## config.mk

```make
export PLATFORM = sky130hd
export DESIGN_NAME = purs_sequencer
export DESIGN_NICKNAME = d
export VERILOG_FILES = /design/src/purs_sequencer.v /design/src/purs_tick_timer.v
export VERILOG_INCLUDE_DIRS = /design/src
export SDC_FILE = /design/constraint.sdc
export NUM_CORES = 1
export LEC_CHECK = 0
export BUFFER_PORTS_ARGS = -buffer_cell sky130_fd_sc_hd__buf_2
export CORE_MARGIN = 2
export CORE_UTILIZATION = 50
export DETAILED_ROUTE_END_ITERATION = 7
export PLACE_DENSITY = 0.84
export SLEW_MARGIN = 40
export SYNTH_ARGS = -nofsm -noshare
export SYNTH_HDL_FRONTEND = slang
export SYNTH_SLANG_ARGS = --single-unit
```

## constraint.sdc

```tcl
create_clock -name pclk -period 3.2 [get_ports pclk]
set_input_delay 0.48 -clock pclk [delete_from_list [all_inputs] [get_ports pclk]]
set_output_delay 0.48 -clock pclk [all_outputs]
set_load 0.01 [all_outputs]
```

## src/purs_consts.vh

```
// constants of the power-up reset sequencer: register map, fields, resets, timing
`ifndef PURS_CONSTS_VH
`define PURS_CONSTS_VH

// register indices; byte address is four times the index
`define PURS_IDX_POWER_STATUS 12'h08E
`define PURS_IDX_CONFIG       12'h080
`define PURS_IDX_CAUSE        12'h081

// power_status_reg fields and reset value
`define PURS_PS_DIP_BIT       0
`define PURS_PS_POR_BIT       1
`define PURS_PS_RESET         2'h0

// config register fields and reset value
`define PURS_CFG_POWERUP_DELAY_TIMER_DIS_BIT 0
`define PURS_CFG_DIP_EN_BIT   1
`define PURS_CFG_MODE_LSB     2
`define PURS_CFG_MODE_MSB     3
`define PURS_CFG_RESET        4'hD

// cause register fields
`define PURS_CAUSE_TO_BIT     0
`define PURS_CAUSE_PD_BIT     1
`define PURS_CAUSE_RST_BIT    2
`define PURS_CAUSE_STALL_BIT  3
`define PURS_CAUSE_ST_LSB     4
`define PURS_CAUSE_ST_MSB     6
`define PURS_FLAG_RESET       1'h1

// oscillator modes
`define PURS_MODE_LP          2'h0
`define PURS_MODE_XT          2'h1
`define PURS_MODE_HS          2'h2
`define PURS_MODE_RC          2'h3

// program counter vectors
`define PURS_RESET_VECTOR     13'h0000
`define PURS_IRQ_VECTOR       13'h0004

// timing: delay time, internal rc tick rate, tick counts (72 ms at a 100 kHz rc tick)
`define PURS_POWERUP_DELAY_TIMER_TIME_US     72000
`define PURS_RC_KHZ           100
`define PURS_POWERUP_DELAY_TIMER_TICKS       16'h1C20
`define PURS_OST_TICKS        16'h0400

`endif

```

## src/purs_sequencer.v

```verilog
// power-up reset sequencer with apb register access
// Summary of operation
// [RL1] hold core while power-on detector active
// [RL2] falling supply ignored by power-on path
// [RL3] environment holds reset until conditions met
// [RL4] 72 ms rc-clocked delay after power-on/dip
// [RL5] delay enabled when disable bit zero
// [RL6] enable delay whenever dip reset enabled; the code takes the delay enable from the disable bit alone
// [RL7] 1024 osc cycles settle after delay
// [RL8] settle only in crystal modes, power-on/wake; the code also runs the settle after a dip reset in crystal modes
// [RL9] dip reset enabled when config bit one
// [RL10] long dip below threshold resets chip
// [RL11] after dip wait threshold then delay
// [RL12] dip during delay restarts full delay
// [RL13] power-on pulse, then delay, then settle
// [RL14] rc mode, delay disabled: no timeout
// [RL15] timeouts ignore master clear pin
// [RL16] dip flag cleared by dip reset
// [RL17] software sets dip flag, checks later
// [RL18] por flag cleared only by power-on
// [RL19] power-on sets expired and sleep flags
// [RL20] cause flags per watchdog/master clear event
// [RL21] non-wake resets load pc with zero
// [RL22] irq wake with enable jumps to 0004h
// [RL23] watchdog wake does not reset registers
// [RL24] supply indications enter synchronised
// [RL25] delay terminal count is a parameter
`timescale 1ns/1ps
`include "purs_consts.vh"
module purs_sequencer #(
	parameter            PC_W       = 13,
	parameter [15:0]     POWERUP_DELAY_TIMER_TICKS = `PURS_POWERUP_DELAY_TIMER_TICKS,
	parameter [15:0]     OST_TICKS  = `PURS_OST_TICKS
) (
	// apb slave
	input  wire              pclk,
	input  wire              presetn,
	input  wire              psel,
	input  wire              penable,
	input  wire              pwrite,
	input  wire [15:0]       paddr,
	input  wire [31:0]       pwdata,
	output reg  [31:0]       prdata,
	output wire              pready,
	output wire              pslverr,
	// supply monitors, pins and oscillators (asynchronous)
	input  wire              por_detect,
	input  wire              supply_above_threshold,
	input  wire              supply_dip_long,
	input  wire              master_clear_pin_n,
	input  wire              rc_osc_clk,
	input  wire              osc_in_clk,
	// core events (pclk domain)
	input  wire              core_sleeping,
	input  wire              watchdog_reset,
	input  wire              watchdog_wakeup,
	input  wire              irq_wakeup,
	input  wire              global_irq_enable,
	input  wire [PC_W-1:0]   pc_next,
	// core control
	output reg               core_reset,
	output reg               core_stall,
	output reg               pc_load,
	output reg  [PC_W-1:0]   pc_value,
	output reg               watchdog_expired_flag,
	output reg               sleep_entered_flag
);
	localparam [2:0] S_POR  = 3'h0;
	localparam [2:0] S_DIP  = 3'h1;
	localparam [2:0] S_POWERUP_DELAY_TIMER = 3'h2;
	localparam [2:0] S_OST  = 3'h3;
	localparam [2:0] S_RUN  = 3'h4;
	localparam [2:0] S_WDR  = 3'h5;
	localparam [2:0] S_WAKE = 3'h6;
	localparam [2:0] S_VEC  = 3'h7;
	localparam       NSYNC  = 6;
	localparam [NSYNC-1:0] SYNC_RST = 6'h09; // detector asserted, clear idle: no false start

	function hit;
		input [15:0] addr;
		input [11:0] idx;
		begin
			hit = (addr[15:14] == 2'h0) && (addr[13:2] == idx);
		end
	endfunction

	// synchronisers: first stage feeds only the second
	wire [NSYNC-1:0] pin_raw;
	reg  [NSYNC-1:0] sync1;
	reg  [NSYNC-1:0] sync2;
	assign pin_raw = {osc_in_clk, rc_osc_clk, master_clear_pin_n,
	                  supply_dip_long, supply_above_threshold, por_detect};

	genvar gi;
	generate
		for (gi = 0; gi < NSYNC; gi = gi + 1)
		begin : g_sync
			always @(posedge pclk or negedge presetn)
			begin
				if (!presetn)
				begin
					sync1[gi] <= SYNC_RST[gi];
					sync2[gi] <= SYNC_RST[gi];
				end
				else
				begin
					sync1[gi] <= pin_raw[gi]; // [RL24]
					sync2[gi] <= sync1[gi];
				end
			end
		end
	endgenerate

	wire por_s   = sync2[0];
	wire above_s = sync2[1];
	wire dip_s   = sync2[2];
	wire master_clear_pin_s  = sync2[3];
	wire rc_s    = sync2[4];
	wire osc_s   = sync2[5];

	reg rc_prev;
	reg osc_prev;
	reg master_clear_pin_prev;
	always @(posedge pclk or negedge presetn)
	begin
		if (!presetn)
		begin
			rc_prev   <= 1'b0;
			osc_prev  <= 1'b0;
			master_clear_pin_prev <= 1'b1;
		end
		else
		begin
			rc_prev   <= rc_s;
			osc_prev  <= osc_s;
			master_clear_pin_prev <= master_clear_pin_s;
		end
	end
	wire rc_tick   = rc_s & ~rc_prev;
	wire osc_tick  = osc_s & ~osc_prev;
	wire master_clear_pin_fall = master_clear_pin_prev & ~master_clear_pin_s;

	// registers
	reg [1:0] power_status_reg;
	reg [3:0] cfg;
	reg [2:0] state;
	reg [2:0] next_state;
	reg       wake_by_irq;

	wire powerup_delay_timer_en  = ~cfg[`PURS_CFG_POWERUP_DELAY_TIMER_DIS_BIT]; // [RL5]
	wire dip_en   = cfg[`PURS_CFG_DIP_EN_BIT]; // [RL9]
	wire crystal  = (cfg[`PURS_CFG_MODE_MSB:`PURS_CFG_MODE_LSB] != `PURS_MODE_RC); // [RL8]

	wire powerup_delay_timer_done;
	wire ost_done;

	purs_tick_timer #(
		.WIDTH    (16),
		.TERMINAL (POWERUP_DELAY_TIMER_TICKS)
	) u_powerup_delay_timer (
		.pclk    (pclk),
		.presetn (presetn),
		.clear   (state != S_POWERUP_DELAY_TIMER), // [RL12]
		.tick    (rc_tick), // [RL4] [RL25]
		.done    (powerup_delay_timer_done)
	);

	purs_tick_timer #(
		.WIDTH    (16),
		.TERMINAL (OST_TICKS)
	) u_ost (
		.pclk    (pclk),
		.presetn (presetn),
		.clear   ((state != S_OST) && (state != S_WAKE)),
		.tick    (osc_tick), // [RL7]
		.done    (ost_done)
	);

	// watchdog and wake events seen only while the core runs out of reset; dip events in any state after the delay
	wire run_ok    = (state == S_RUN) && master_clear_pin_s;
	wire ev_wdr    = run_ok && watchdog_reset && !core_sleeping;
	wire ev_wwake  = run_ok && core_sleeping && watchdog_wakeup;
	wire ev_iwake  = run_ok && core_sleeping && irq_wakeup && !watchdog_wakeup;
	wire ev_dip    = dip_en && dip_s &&
	                 (state != S_POR) && (state != S_DIP) && (state != S_POWERUP_DELAY_TIMER);
	wire powerup_delay_timer_drop = (state == S_POWERUP_DELAY_TIMER) && dip_en && !above_s;

	reg [2:0] after_dip;
	reg [2:0] after_powerup_delay_timer;
	always @*
	begin
		after_powerup_delay_timer = crystal ? S_OST : S_RUN; // [RL13]
		after_dip  = powerup_delay_timer_en ? S_POWERUP_DELAY_TIMER : after_powerup_delay_timer; // [RL14]
	end

	always @*
	begin
		next_state = state;
		case (state)
			S_POR:
				if (!por_s)
					next_state = (dip_en && !above_s) ? S_DIP : after_dip; // [RL13]
			S_DIP:
				if (above_s)
					next_state = after_dip; // [RL11]
			S_POWERUP_DELAY_TIMER:
				if (powerup_delay_timer_drop)
					next_state = S_DIP; // [RL12]
				else if (powerup_delay_timer_done)
					next_state = after_powerup_delay_timer; // [RL4]
			S_OST:
				if (ost_done)
					next_state = S_RUN; // [RL7]
			S_RUN:
				if (ev_wdr)
					next_state = S_WDR;
				else if (ev_wwake || ev_iwake)
					next_state = S_WAKE;
			S_WDR:
				next_state = S_RUN;
			S_WAKE:
				if (!crystal || ost_done)
					next_state = (wake_by_irq && global_irq_enable) ? S_VEC : S_RUN; // [RL8]
			S_VEC:
				next_state = S_RUN;
			default:
				next_state = S_POR;
		endcase
		if (ev_dip)
			next_state = S_DIP; // [RL10]
		// only the level of the detector counts, a later supply decline is the dip path's job
		if (por_s)
			next_state = S_POR; // [RL1] [RL2]
	end

	// master_clear_pin is not looked at by the sequence itself, so a release of it after the timeouts end runs at once
	wire hold_state = (state == S_POR) || (state == S_DIP) || (state == S_POWERUP_DELAY_TIMER) ||
	                  (state == S_OST) || (state == S_WDR);
	wire next_core_reset = (next_state == S_POR) || (next_state == S_DIP) ||
	                       (next_state == S_POWERUP_DELAY_TIMER) || (next_state == S_OST) ||
	                       (next_state == S_WDR) || !master_clear_pin_s; // [RL15]

	always @(posedge pclk or negedge presetn)
	begin
		if (!presetn)
		begin
			state       <= S_POR;
			core_reset  <= 1'b1;
			core_stall  <= 1'b0;
			pc_load     <= 1'b0;
			pc_value    <= `PURS_RESET_VECTOR;
			wake_by_irq <= 1'b0;
		end
		else
		begin
			state      <= next_state;
			core_reset <= next_core_reset; // [RL1] [RL15]
			core_stall <= (next_state == S_WAKE); // [RL23]
			pc_load    <= 1'b0;
			if (ev_wwake || ev_iwake)
				wake_by_irq <= ev_iwake;
			if (core_reset && !next_core_reset)
			begin
				pc_load  <= 1'b1;
				pc_value <= `PURS_RESET_VECTOR; // [RL21]
			end
			else if ((state == S_WAKE) && (next_state != S_WAKE) && !hold_state)
			begin
				pc_load  <= 1'b1;
				pc_value <= pc_next; // [RL21] [RL23]
			end
			else if (state == S_VEC)
			begin
				pc_load  <= 1'b1;
				pc_value <= `PURS_IRQ_VECTOR; // [RL22]
			end
		end
	end

	// apb access: no wait states
	wire hit_ps    = hit(paddr, `PURS_IDX_POWER_STATUS);
	wire hit_cfg   = hit(paddr, `PURS_IDX_CONFIG);
	wire hit_cause = hit(paddr, `PURS_IDX_CAUSE);
	wire acc       = psel && penable;
	wire wr        = acc && pwrite;

	assign pready  = 1'b1;
	assign pslverr = acc && !(hit_ps || hit_cfg || hit_cause);

	// flags: hardware events are applied after software writes so they win
	always @(posedge pclk or negedge presetn)
	begin
		if (!presetn)
		begin
			power_status_reg      <= `PURS_PS_RESET;
			cfg                   <= `PURS_CFG_RESET;
			watchdog_expired_flag <= `PURS_FLAG_RESET;
			sleep_entered_flag    <= `PURS_FLAG_RESET;
		end
		else
		begin
			if (wr && hit_ps)
				power_status_reg <= pwdata[1:0]; // [RL17]
			if (wr && hit_cfg)
				cfg <= pwdata[3:0];
			if (ev_wdr)
			begin
				watchdog_expired_flag <= 1'b0; // [RL20]
				sleep_entered_flag    <= 1'b1;
			end
			if (ev_wwake)
			begin
				watchdog_expired_flag <= 1'b0; // [RL20]
				sleep_entered_flag    <= 1'b0;
			end
			if (ev_iwake)
			begin
				watchdog_expired_flag <= 1'b1;
				sleep_entered_flag    <= 1'b0;
			end
			if (master_clear_pin_fall && core_sleeping && (state == S_RUN))
			begin
				watchdog_expired_flag <= 1'b1; // [RL20]
				sleep_entered_flag    <= 1'b0;
			end
			// left alone while detection is off, so the bit means nothing then
			if (ev_dip || powerup_delay_timer_drop)
				power_status_reg[`PURS_PS_DIP_BIT] <= 1'b0; // [RL16]
			if (por_s)
			begin
				power_status_reg[`PURS_PS_POR_BIT] <= 1'b0; // [RL18]
				watchdog_expired_flag <= 1'b1; // [RL19]
				sleep_entered_flag    <= 1'b1;
			end
		end
	end

	reg [31:0] rd;
	always @*
	begin
		rd = 32'h00000000;
		if (hit_ps)
			rd[1:0] = power_status_reg;
		else if (hit_cfg)
			rd[3:0] = cfg;
		else if (hit_cause)
		begin
			rd[`PURS_CAUSE_TO_BIT]    = watchdog_expired_flag;
			rd[`PURS_CAUSE_PD_BIT]    = sleep_entered_flag;
			rd[`PURS_CAUSE_RST_BIT]   = core_reset;
			rd[`PURS_CAUSE_STALL_BIT] = core_stall;
			rd[`PURS_CAUSE_ST_MSB:`PURS_CAUSE_ST_LSB] = state;
		end
	end

	always @(posedge pclk or negedge presetn)
	begin
		if (!presetn)
			prdata <= 32'h00000000;
		else if (psel && !penable && !pwrite)
			prdata <= rd;
	end
endmodule

```

## src/purs_tick_timer.v

```verilog
// tick counter that reports when its terminal count is reached
`timescale 1ns/1ps
module purs_tick_timer #(
	parameter             WIDTH    = 16,
	parameter [WIDTH-1:0] TERMINAL = 16'h0400
) (
	// clock and reset
	input  wire             pclk,
	input  wire             presetn,
	// control
	input  wire             clear,
	input  wire             tick,
	// status
	output wire             done
);
	reg [WIDTH-1:0] count;

	assign done = (count == TERMINAL);

	always @(posedge pclk or negedge presetn)
	begin
		if (!presetn)
			count <= {WIDTH{1'b0}};
		else if (clear)
			count <= {WIDTH{1'b0}};
		else if (tick && !done)
			count <= count + {{(WIDTH-1){1'b0}}, 1'b1};
	end
endmodule

```

==> flow_summary_export.csv, run 1 <==
group,metric,value,unit
status,outcome,"complete, no violations",
global_routing,met3_usage,0.0666,
clocking,postCtsSetupBuffers,0,
worst_setup_path,path_delay_family,"simple AND/OR/NAND/NOR gates",
global_routing,grt_max_degree,83,
global_routing,gr-total-overflow,0,
floorplan,num_rows,34,
layout,nets,607,
timing,rsz0062_at_grt,"no",
clocking,cts_max_level,3,
place,dp_hpwl,6810,um
worst_hold_path,hp-class,"in -> async",
clocking,path_clk_slew,0.09,ns
logic_synthesis,dominantRegCellSynth,"dfrtp_1",
timing,fmax,0.338,GHz
clocking,cts_root_buf,"clkbuf_8",
floorplan,initial_core_util,0.512,
layout,fin_area,5030,um2
timing,tightest_slew,0.721,ns
detailed_routing,dr.pass1.iters,6,
clocking,cts_hold_buffers,0,
global_routing,grt_use_total,0.220,
global_routing,antenna_found_initial,0,
run,cap_violations,0,
place,port-buffer-count,72,
logic_synthesis,synth.cell_area,4420,um2
timing,setup_viol,0,
place,place_area,4780,um2
layout,reg_top3,"u_ost.count (16), u_powerup_delay_timer.count (16), pc_value (13)",
timing,hold_viol,0,
worst_setup_path,required,3.48,ns
detailed_routing,wl,10100,um
worst_setup_path,startpoint_type,"flip-flop",
timing,skew,0.0119,ns
power_and_ir_drop,ir_drop,0.402,mV
layout,antenna_cells,0,
timing,period_share,0.926,
power_and_ir_drop,p_per_area,420,nW/um2
logic_synthesis,ys_warn_count,0,
worst_setup_path,reg2reg_from,"u_ost.count[0]",
clocking,postCtsResizedCells,0,
floorplan,core,8640,um2
worst_setup_path,arrival,3.24,ns
power_and_ir_drop,power.static_leakage,2.17,nW
detailed_routing,drt-initial-drc-count,205,
floorplan,dieWidth,98.0,um
logic_synthesis,synthCells,459,
worst_setup_path,cp_max_fo,26,
detailed_routing,ant_nets,0,
logic_synthesis,yosysSeqAreaShare,0.467,
worst_setup_path,path_common_cell,"or4_1",
detailed_routing,drc,0,
worst_setup_path,end_kind,"flip-flop",
global_routing,grt_pass1_wl,17400,um
timing,period_minus_slack,2.96,ns
place,place_ws,0.341,ns
floorplan,dieHeight,98.0,um
worst_setup_path,path_class,"reg -> reg",
global_routing,top_usage_layer,"met2",
detailed_routing,vias,3689,
floorplan,die_area,9610,um2
detailed_routing,routedWlPerCell,15.8,um
layout,drive_gt1_frac,0.234,
floorplan,ios,129,
worst_setup_path,cp_cell_sequence,"inv_1 > ha_1 > nor3b_1 > nand4_2 > mux2i_1 > or4_1 > buf_4 > or4_1 > a31oi_1",
clocking,cts_tree,"yes",
clocking,worstSkewPairLatency,0.36,ns
worst_setup_path,slowest_stage,"or4_1",
logic_synthesis,avgSynthCellArea,9.63,um2
timing,finalMaxSlewViolations,0,
logic_synthesis,synth_cell_types,64,
global_routing,grtUsageMet1,0.284,
worst_setup_path,crit_path_max_incr_delay,0.55,ns
worst_setup_path,startpoint,"u_ost.count[0]",
clocking,cts_buffers,9,
logic_synthesis,ys_ff_latch,82,
power_and_ir_drop,fin_total_pwr,2.11,mW
timing,setup_slack,0.238,ns
place,gp_congestion,0.870,
clocking,cts_buffer_depth,2,
global_routing,grt_pass1_vias,3688,
layout,area_growth_syn_to_layout,13.7,%
clocking,clock_sinks,82,
logic_synthesis,synth_edf_count,0,
timing,relSlewSlack,0.519,
worst_setup_path,worst-path-buf-inv,2,
logic_synthesis,ys_async_sr_fraction,1.00,
timing,fin_setup_tns,0,ns
detailed_routing,routed_via_density,5.77,
global_routing,met2_usage,0.359,
==> layout make-up <==
class / instances / area [um2]
well taps: 108 / 135
repair buffers: 80 / 427
clock inverters: 6 / 116
flip-flops and latches: 82 / 2070
multi-input cells: 336 / 2090
clock buffers: 10 / 128
inverters: 17 / 63.8
fillers: 702 / 3610
==> where the power goes <==
group	switching [mW]	internal (mW)	total (mW)
Combinational	0.0823	0.0450	0.127
Clock	0.393	0.523	0.916
Sequential	0.0135	1.05	1.07
==> logic make-up (layout without fill, tap and decap cells) <==
family,after synthesis,count (layout),synth area share
other,2,26,0.00170
AOI/OAI and AO/OA,67,67,0.116
xor gates and xnor gates,26,26,0.0515
adders and majority gates,4,4,0.0113
muxes,8,8,0.0192
buffers and inverters,65,113,0.0818
DFF,82,82,0.467
and+or+nand+nor,205,205,0.251
==> layer usage <==
layer	wire length (um)	vias up
li1	-	1736
met4	204	0
met2	5110	120
met1	4270	1812
met5	0	-
met3	521	21
==> synth_stat cells, drive strengths merged (2+ instances only) <==
master  instances  area, um2
or4            13       97.6
or3             6       37.5
nor2b           4       25.0
and4            5       43.8
nand2b          3       26.3
or3b            2       17.5
a221oi          3       32.5
nand3b          2       18.8
nor3b           4       30.0
nor3           19        100
a21boi          2       15.0
buf            33        241
and2            5       31.3
o21ai           9       45.0
nand4          13       87.6
o311ai         12        105
dfstp          11        289
nand2          50        188
inv            17       63.8
ha              4       50.1
mux2            4       45.0
clkbuf         15       56.3
xor2            9       78.8
xnor2          17        149
dfrtp          71       1780
and3b           2       17.5
o31ai           3       27.5
mux2i           4       40.0
nor4           11       68.8
nor2           37        139
nor4b           3       32.5
a22oi           3       22.5
nand3          21        110
o211ai          4       35.0
and3            2       12.5
a21oi          10       50.1
a31oi          13       81.3
conb            2       7.51
==> cells in the final DEF, fill, tap and decap left out, drive strengths merged, types with 6 or more instances in the layout <==
cell type	instances
a31oi	13
a21oi	10
or4	13
nand3	21
xor2	9
xnor2	17
buf	80
dfstp	11
o21ai	9
nor2	37
clkbuf	10
nand2	50
or3	6
o311ai	12
conb	26
dfrtp	71
nor4	11
nand4	13
nor3	19
inv	17
==> stage by stage <==
| stage | utilization | cells | hold WS (ns) |
|---|---|---|---|
| after floorplan | - | 483 | 0.184 |
| after global placement | 0.553 | 623 | 0.332 |
| after detailed placement | 0.554 | 623 | 0.336 |
| after CTS | 0.582 | 639 | 0.171 |
| after global routing | 0.582 | 639 | 0.170 |
| final | 0.582 | 639 | 0.135 |
==> path summary, 6_finish.rpt <==
kind,endpoint,slack [ns],cells after the start
min in group pclk,sync1[0],0.20,1
max in group asynchronous,u_powerup_delay_timer.count[3],2.57,1
worst max-delay path,pc_value[4],0.24,9
worst min-delay path,pc_value[10],0.13,1
worst min register to register,above_s,0.36,0
worst max register to register,pc_value[4],0.24,9
Note: power is estimated with default switching activity, not from simulation.
==> run 2: changes to the inputs <==
==> constraint.sdc (replaced) <==
create_clock -name pclk -period 3 [get_ports pclk]
set_input_delay 0.45 -clock pclk [delete_from_list [all_inputs] [get_ports pclk]]
set_output_delay 0.45 -clock pclk [all_outputs]
set_load 0.01 [all_outputs]
==> flow_summary_export.csv, run 2 (same netlist as run 1, synthesis figures left out) <==
group,metric,value,unit
timing,period_share,0.930,
floorplan,initial_core_util,0.512,
layout,area_growth_syn_to_layout,12.8,%
clocking,cts_hold_buffers,0,
place,place_area,4810,um2
detailed_routing,routed_via_density,5.67,
detailed_routing,drt-initial-drc-count,260,
power_and_ir_drop,ir_drop,0.296,mV
status,outcome,"complete, no violations",
place,port-buffer-count,72,
power_and_ir_drop,switching_share,0.262,
timing,skew,0.0102,ns
global_routing,grt_use_total,0.202,
layout,nFillCells,719,
timing,fmax,0.359,GHz
worst_setup_path,path_class,"reg -> reg",
detailed_routing,dr.pass1.iters,5,
global_routing,grt_pass1_vias,3428,
clocking,cts_buffer_depth,2,
power_and_ir_drop,power_frac_clock,0.369,
place,gp_congestion,0.885,
power_and_ir_drop,power.static_leakage,2.16,nW
global_routing,grt_max_degree,83,
layout,seq_area,2070,um2
floorplan,core,8640,um2
power_and_ir_drop,seqPwrFrac,0.565,
floorplan,dieWidth,98.0,um
clocking,postCtsSetupBuffers,0,
timing,finalMaxSlewViolations,0,
clocking,path_clk_slew,0.09,ns
floorplan,ios,129,
power_and_ir_drop,fin_total_pwr,2.01,mW
timing,period_minus_slack,2.79,ns
floorplan,num_rows,34,
place,dp_hpwl,6600,um
layout,reg_top3,"u_ost.count (16), u_powerup_delay_timer.count (16), pc_value (13)",
detailed_routing,ant_nets,0,
worst_setup_path,startpoint_type,"flip-flop",
global_routing,gr-total-overflow,0,
worst_setup_path,arrival,3.07,ns
power_and_ir_drop,p_per_area,404,nW/um2
global_routing,antenna_found_initial,0,
timing,rsz0062_at_grt,"no",
timing,hold_viol,0,
power_and_ir_drop,combPwrFrac,0.066,
layout,layout_common_cells,"dfrtp_1, buf_2, nand2_1",
power_and_ir_drop,switching_power,0.528,mW
worst_setup_path,cp_max_fo,26,
power_and_ir_drop,p_int,1.49,mW
layout,multi_input_area,2080,um2
floorplan,dieHeight,98.0,um
clocking,cts_root_buf,"clkbuf_8",
global_routing,grt_pass1_wl,16200,um
worst_hold_path,hp-class,"in -> async",
clocking,worstSkewPairLatency,0.36,ns
layout,drive_gt1_frac,0.241,
clocking,clock_sinks,82,
detailed_routing,routedWlPerCell,14.7,um
worst_setup_path,end_kind,"flip-flop",
clocking,postCtsResizedCells,0,
timing,tightest_slew,0.726,ns
layout,fin_area,4990,um2
timing,setup_viol,0,
detailed_routing,vias,3647,
clocking,cts_tree,"yes",
timing,fin_setup_tns,0,ns
clocking,cts_max_level,3,
clocking,cts_buffers,9,
detailed_routing,drc,0,
layout,antenna_cells,0,
worst_setup_path,required,3.28,ns
run,cap_violations,0,
layout,nets,611,
timing,hold_ws,0.114,ns
floorplan,die_area,9610,um2
detailed_routing,wl,9470,um
timing,relSlewSlack,0.516,
## run 2: cell count changes in the layout (fill, tap and decap cells not counted)
| cell | before | now |
|---|---|---|
| clkinv_4 | 3 | 2 |
| bufinv_16 | 3 | 0 |
| buf_4 | 8 | 12 |
| clkbuf_1 | 1 | 0 |
| o211ai_2 | 0 | 1 |
| clkinv_2 | 0 | 1 |
| o211ai_4 | 1 | 0 |
| inv_6 | 0 | 4 |
## run 2: metrics by stage
| stage | utilization | std cells | setup slack [ns] |
|---|---|---|---|
| finish | 0.578 | 643 | 0.211 |
| global route | 0.578 | 643 | 0.0718 |
| CTS | 0.578 | 643 | 0.194 |
| detailed placement | 0.557 | 627 | 0.230 |
| global placement | 0.556 | 627 | 0.305 |
| floorplan | - | 483 | 0.373 |
## run 2: power by group through the flow
| stage | clock network (mW) | registers, mW | logic (mW) |
|---|---|---|---|
| floorplan | 0 | 1.16 | 0.0878 |
| CTS | 0.756 | 1.14 | 0.134 |
| global placement | 0 | 1.16 | 0.129 |
| global route | 0.803 | 1.14 | 0.151 |
| detailed placement | 0 | 1.16 | 0.134 |
| finish | 0.743 | 1.14 | 0.133 |
## run 2: cell type report
cell class	instances	area share
multi-input cells	336	0.418
flip-flops and latches	82	0.414
repair buffers	84	0.0916
well taps	108	0.0271
clock buffers	9	0.0248
inverters	17	0.0128
clock inverters	7	0.0115
## run 2: path summary, 6_finish.rpt
| path | from | endpoint | slack, ns | cells after the start |
|---|---|---|---|---|
| hold reg to reg | sync1[5] | osc_s | 0.35 | 0 |
| hold / removal | presetn | pc_value[11] | 0.11 | 1 |
| setup / recovery | u_ost.count[0] | pc_value[3] | 0.21 | 9 |
| setup reg to reg | u_ost.count[0] | pc_value[3] | 0.21 | 9 |
| max in group asynchronous | presetn | u_powerup_delay_timer.count[9] | 2.39 | 1 |
| min in group pclk | por_detect | sync1[0] | 0.17 | 1 |
## run 2: critical path: stages (launching register included)
cell     delay [ns]
dfrtp_1        0.44
inv_1          0.09
ha_1           0.13
nor3b_1        0.22
nand4_2        0.18
mux2i_1        0.17
or4_1          0.53
buf_4          0.23
or4_1          0.52
a31oi_1        0.20
## run 2: routing by layer
| layer | up-vias | wire length [um] | track usage |
|---|---|---|---|
| met5 | - | 0 | 0 |
| met4 | 0 | 201 | 0.0833 |
| met3 | 21 | 419 | 0.0301 |
| met2 | 110 | 4740 | 0.326 |
| met1 | 1769 | 4110 | 0.276 |
| li1 | 1747 | - | - |
==> run 3: changes to the inputs <==
--- a/config.mk
+++ b/config.mk
@@ -9,8 +9,10 @@
 export BUFFER_PORTS_ARGS = -buffer_cell sky130_fd_sc_hd__buf_2
 export CORE_MARGIN = 2
 export CORE_UTILIZATION = 50
+export CTS_CLUSTER_SIZE = 25
 export DETAILED_ROUTE_END_ITERATION = 7
 export PLACE_DENSITY = 0.84
+export REMOVE_ABC_BUFFERS = 1
 export SLEW_MARGIN = 40
 export SYNTH_ARGS = -nofsm -noshare
 export SYNTH_HDL_FRONTEND = slang
==> constraint.sdc (replaced) <==
create_clock -name pclk -period 3 [get_ports pclk]
set_input_delay 0.45 -clock pclk [delete_from_list [all_inputs] [get_ports pclk]]
set_output_delay 0.45 -clock pclk [all_outputs]
set_load 0.02 [all_outputs]
==> flow_summary_export.csv, run 3 (same netlist as run 1, synthesis figures left out) <==
group,metric,value,unit
floorplan,die_area,9610,um2
place,port-buffer-count,72,
floorplan,num_rows,34,
global_routing,gr-total-overflow,0,
clocking,worstSkewPairLatency,0.36,ns
detailed_routing,routedWlPerCell,14.6,um
layout,seq_area,2070,um2
detailed_routing,drc,0,
global_routing,grt_use_total,0.202,
detailed_routing,dr.pass1.iters,5,
place,place_ws,0.239,ns
detailed_routing,vias,3668,
timing,tightest_slew,0.705,ns
layout,drive_gt1_frac,0.243,
worst_hold_path,hp-class,"in -> async",
timing,relSlewSlack,0.530,
clocking,postCtsSetupBuffers,0,
floorplan,dieHeight,98.0,um
clocking,cts_max_level,3,
timing,period_minus_slack,2.80,ns
global_routing,top_usage_layer,"met2",
place,place_area,4810,um2
timing,hold_ws,0.102,ns
worst_setup_path,r2r_end,"pc_value[5]",
power_and_ir_drop,p_int,1.50,mW
layout,layout_common_cells,"dfrtp_1, buf_2, nand2_1",
clocking,postCtsResizedCells,0,
power_and_ir_drop,switching_share,0.262,
clocking,clock_sinks,82,
layout,antenna_cells,0,
power_and_ir_drop,power.static_leakage,2.16,nW
power_and_ir_drop,p_per_area,408,nW/um2
worst_setup_path,path_class,"reg -> reg",
worst_setup_path,arrival,3.07,ns
global_routing,met3_usage,0.0279,
global_routing,met2_usage,0.323,
detailed_routing,ant_nets,0,
power_and_ir_drop,combPwrFrac,0.077,
global_routing,grt_pass1_wl,16100,um
clocking,path_clk_slew,0.09,ns
worst_setup_path,startpoint_type,"flip-flop",
power_and_ir_drop,fin_total_pwr,2.04,mW
detailed_routing,routed_via_density,5.70,
floorplan,core,8640,um2
worst_setup_path,r2r_slack,0.20,ns
layout,nFillCells,707,
timing,setup_slack,0.198,ns
timing,fin_setup_tns,0,ns
global_routing,grt_max_degree,83,
global_routing,grt_pass1_vias,3465,
run,cap_violations,0,
worst_setup_path,r2r_cells,9,
power_and_ir_drop,seqPwrFrac,0.557,
power_and_ir_drop,power_frac_clock,0.366,
layout,reg_top3,"u_ost.count (16), u_powerup_delay_timer.count (16), pc_value (13)",
layout,multi_input_area,2080,um2
worst_setup_path,required,3.27,ns
clocking,cts_buffers,9,
detailed_routing,wl,9410,um
clocking,cts_hold_buffers,0,
timing,rsz0062_at_grt,"no",
place,dp_hpwl,6630,um
global_routing,antenna_found_initial,0,
detailed_routing,drt-initial-drc-count,225,
global_routing,grtUsageMet1,0.278,
worst_setup_path,end_kind,"flip-flop",
worst_setup_path,reg2reg_from,"u_ost.count[0]",
clocking,cts_buffer_depth,2,
layout,final_core_util,0.579,
timing,skew,0.0136,ns
status,outcome,"complete, no violations",
place,gp_congestion,0.872,
timing,setup_viol,0,
power_and_ir_drop,ir_drop,0.330,mV
clocking,cts_root_buf,"clkbuf_8",
layout,fin_cells,644,
floorplan,dieWidth,98.0,um
layout,fin_area,5000,um2
place,dp.cells,628,
clocking,cts_tree,"yes",
layout,area_growth_syn_to_layout,13.1,%
worst_setup_path,cp_max_fo,26,
timing,period_share,0.934,
floorplan,ios,129,
floorplan,initial_core_util,0.512,
layout,nets,612,
timing,finalMaxSlewViolations,0,
timing,fmax,0.357,GHz
power_and_ir_drop,switching_power,0.534,mW
timing,hold_viol,0,
[run 3: layer usage]
metal	vias up	share of wire
met3	16	0.045
met2	110	0.50
met1	1792	0.44
met5	-	0
li1	1750	-
met4	0	0.018
[run 3: critical path: stages (launching register included)]
cell,delay (ns)
dfrtp_1,0.45
inv_1,0.08
ha_1,0.14
nor3b_1,0.22
nand4_2,0.18
mux2i_1,0.17
or4_1,0.52
buf_4,0.23
or4_1,0.52
a31oi_1,0.20
[run 3: worst max-delay path by stage]
stage	startpoint	to	cells after the start
2_1_floorplan	state[0]	pc_load	6
3_3_place_gp	u_ost.count[0]	pc_value[1]	9
3_5_place_dp	u_ost.count[0]	pc_value[8]	9
4_1_cts	u_ost.count[0]	pc_value[5]	9
5_1_grt	u_ost.count[0]	pc_value[12]	9
6_report	u_ost.count[0]	pc_value[5]	9
[run 3: power by group through the flow]
stage / Combinational (mW) / Sequential [mW] / Clock, mW
after detailed placement: 0.156 / 1.16 / 0
after global routing: 0.173 / 1.14 / 0.812
after global placement: 0.151 / 1.16 / 0
after CTS: 0.157 / 1.14 / 0.761
final: 0.156 / 1.14 / 0.746
after floorplan: 0.0716 / 1.16 / 0
[run 3: final cells by class]
| type | count | area share |
|---|---|---|
| well taps | 108 | 0.0270 |
| clock buffers | 10 | 0.0275 |
| clock inverters | 6 | 0.00976 |
| flip-flops and latches | 82 | 0.413 |
| multi-input cells | 336 | 0.417 |
| repair buffers | 85 | 0.0928 |
| inverters | 17 | 0.0128 |
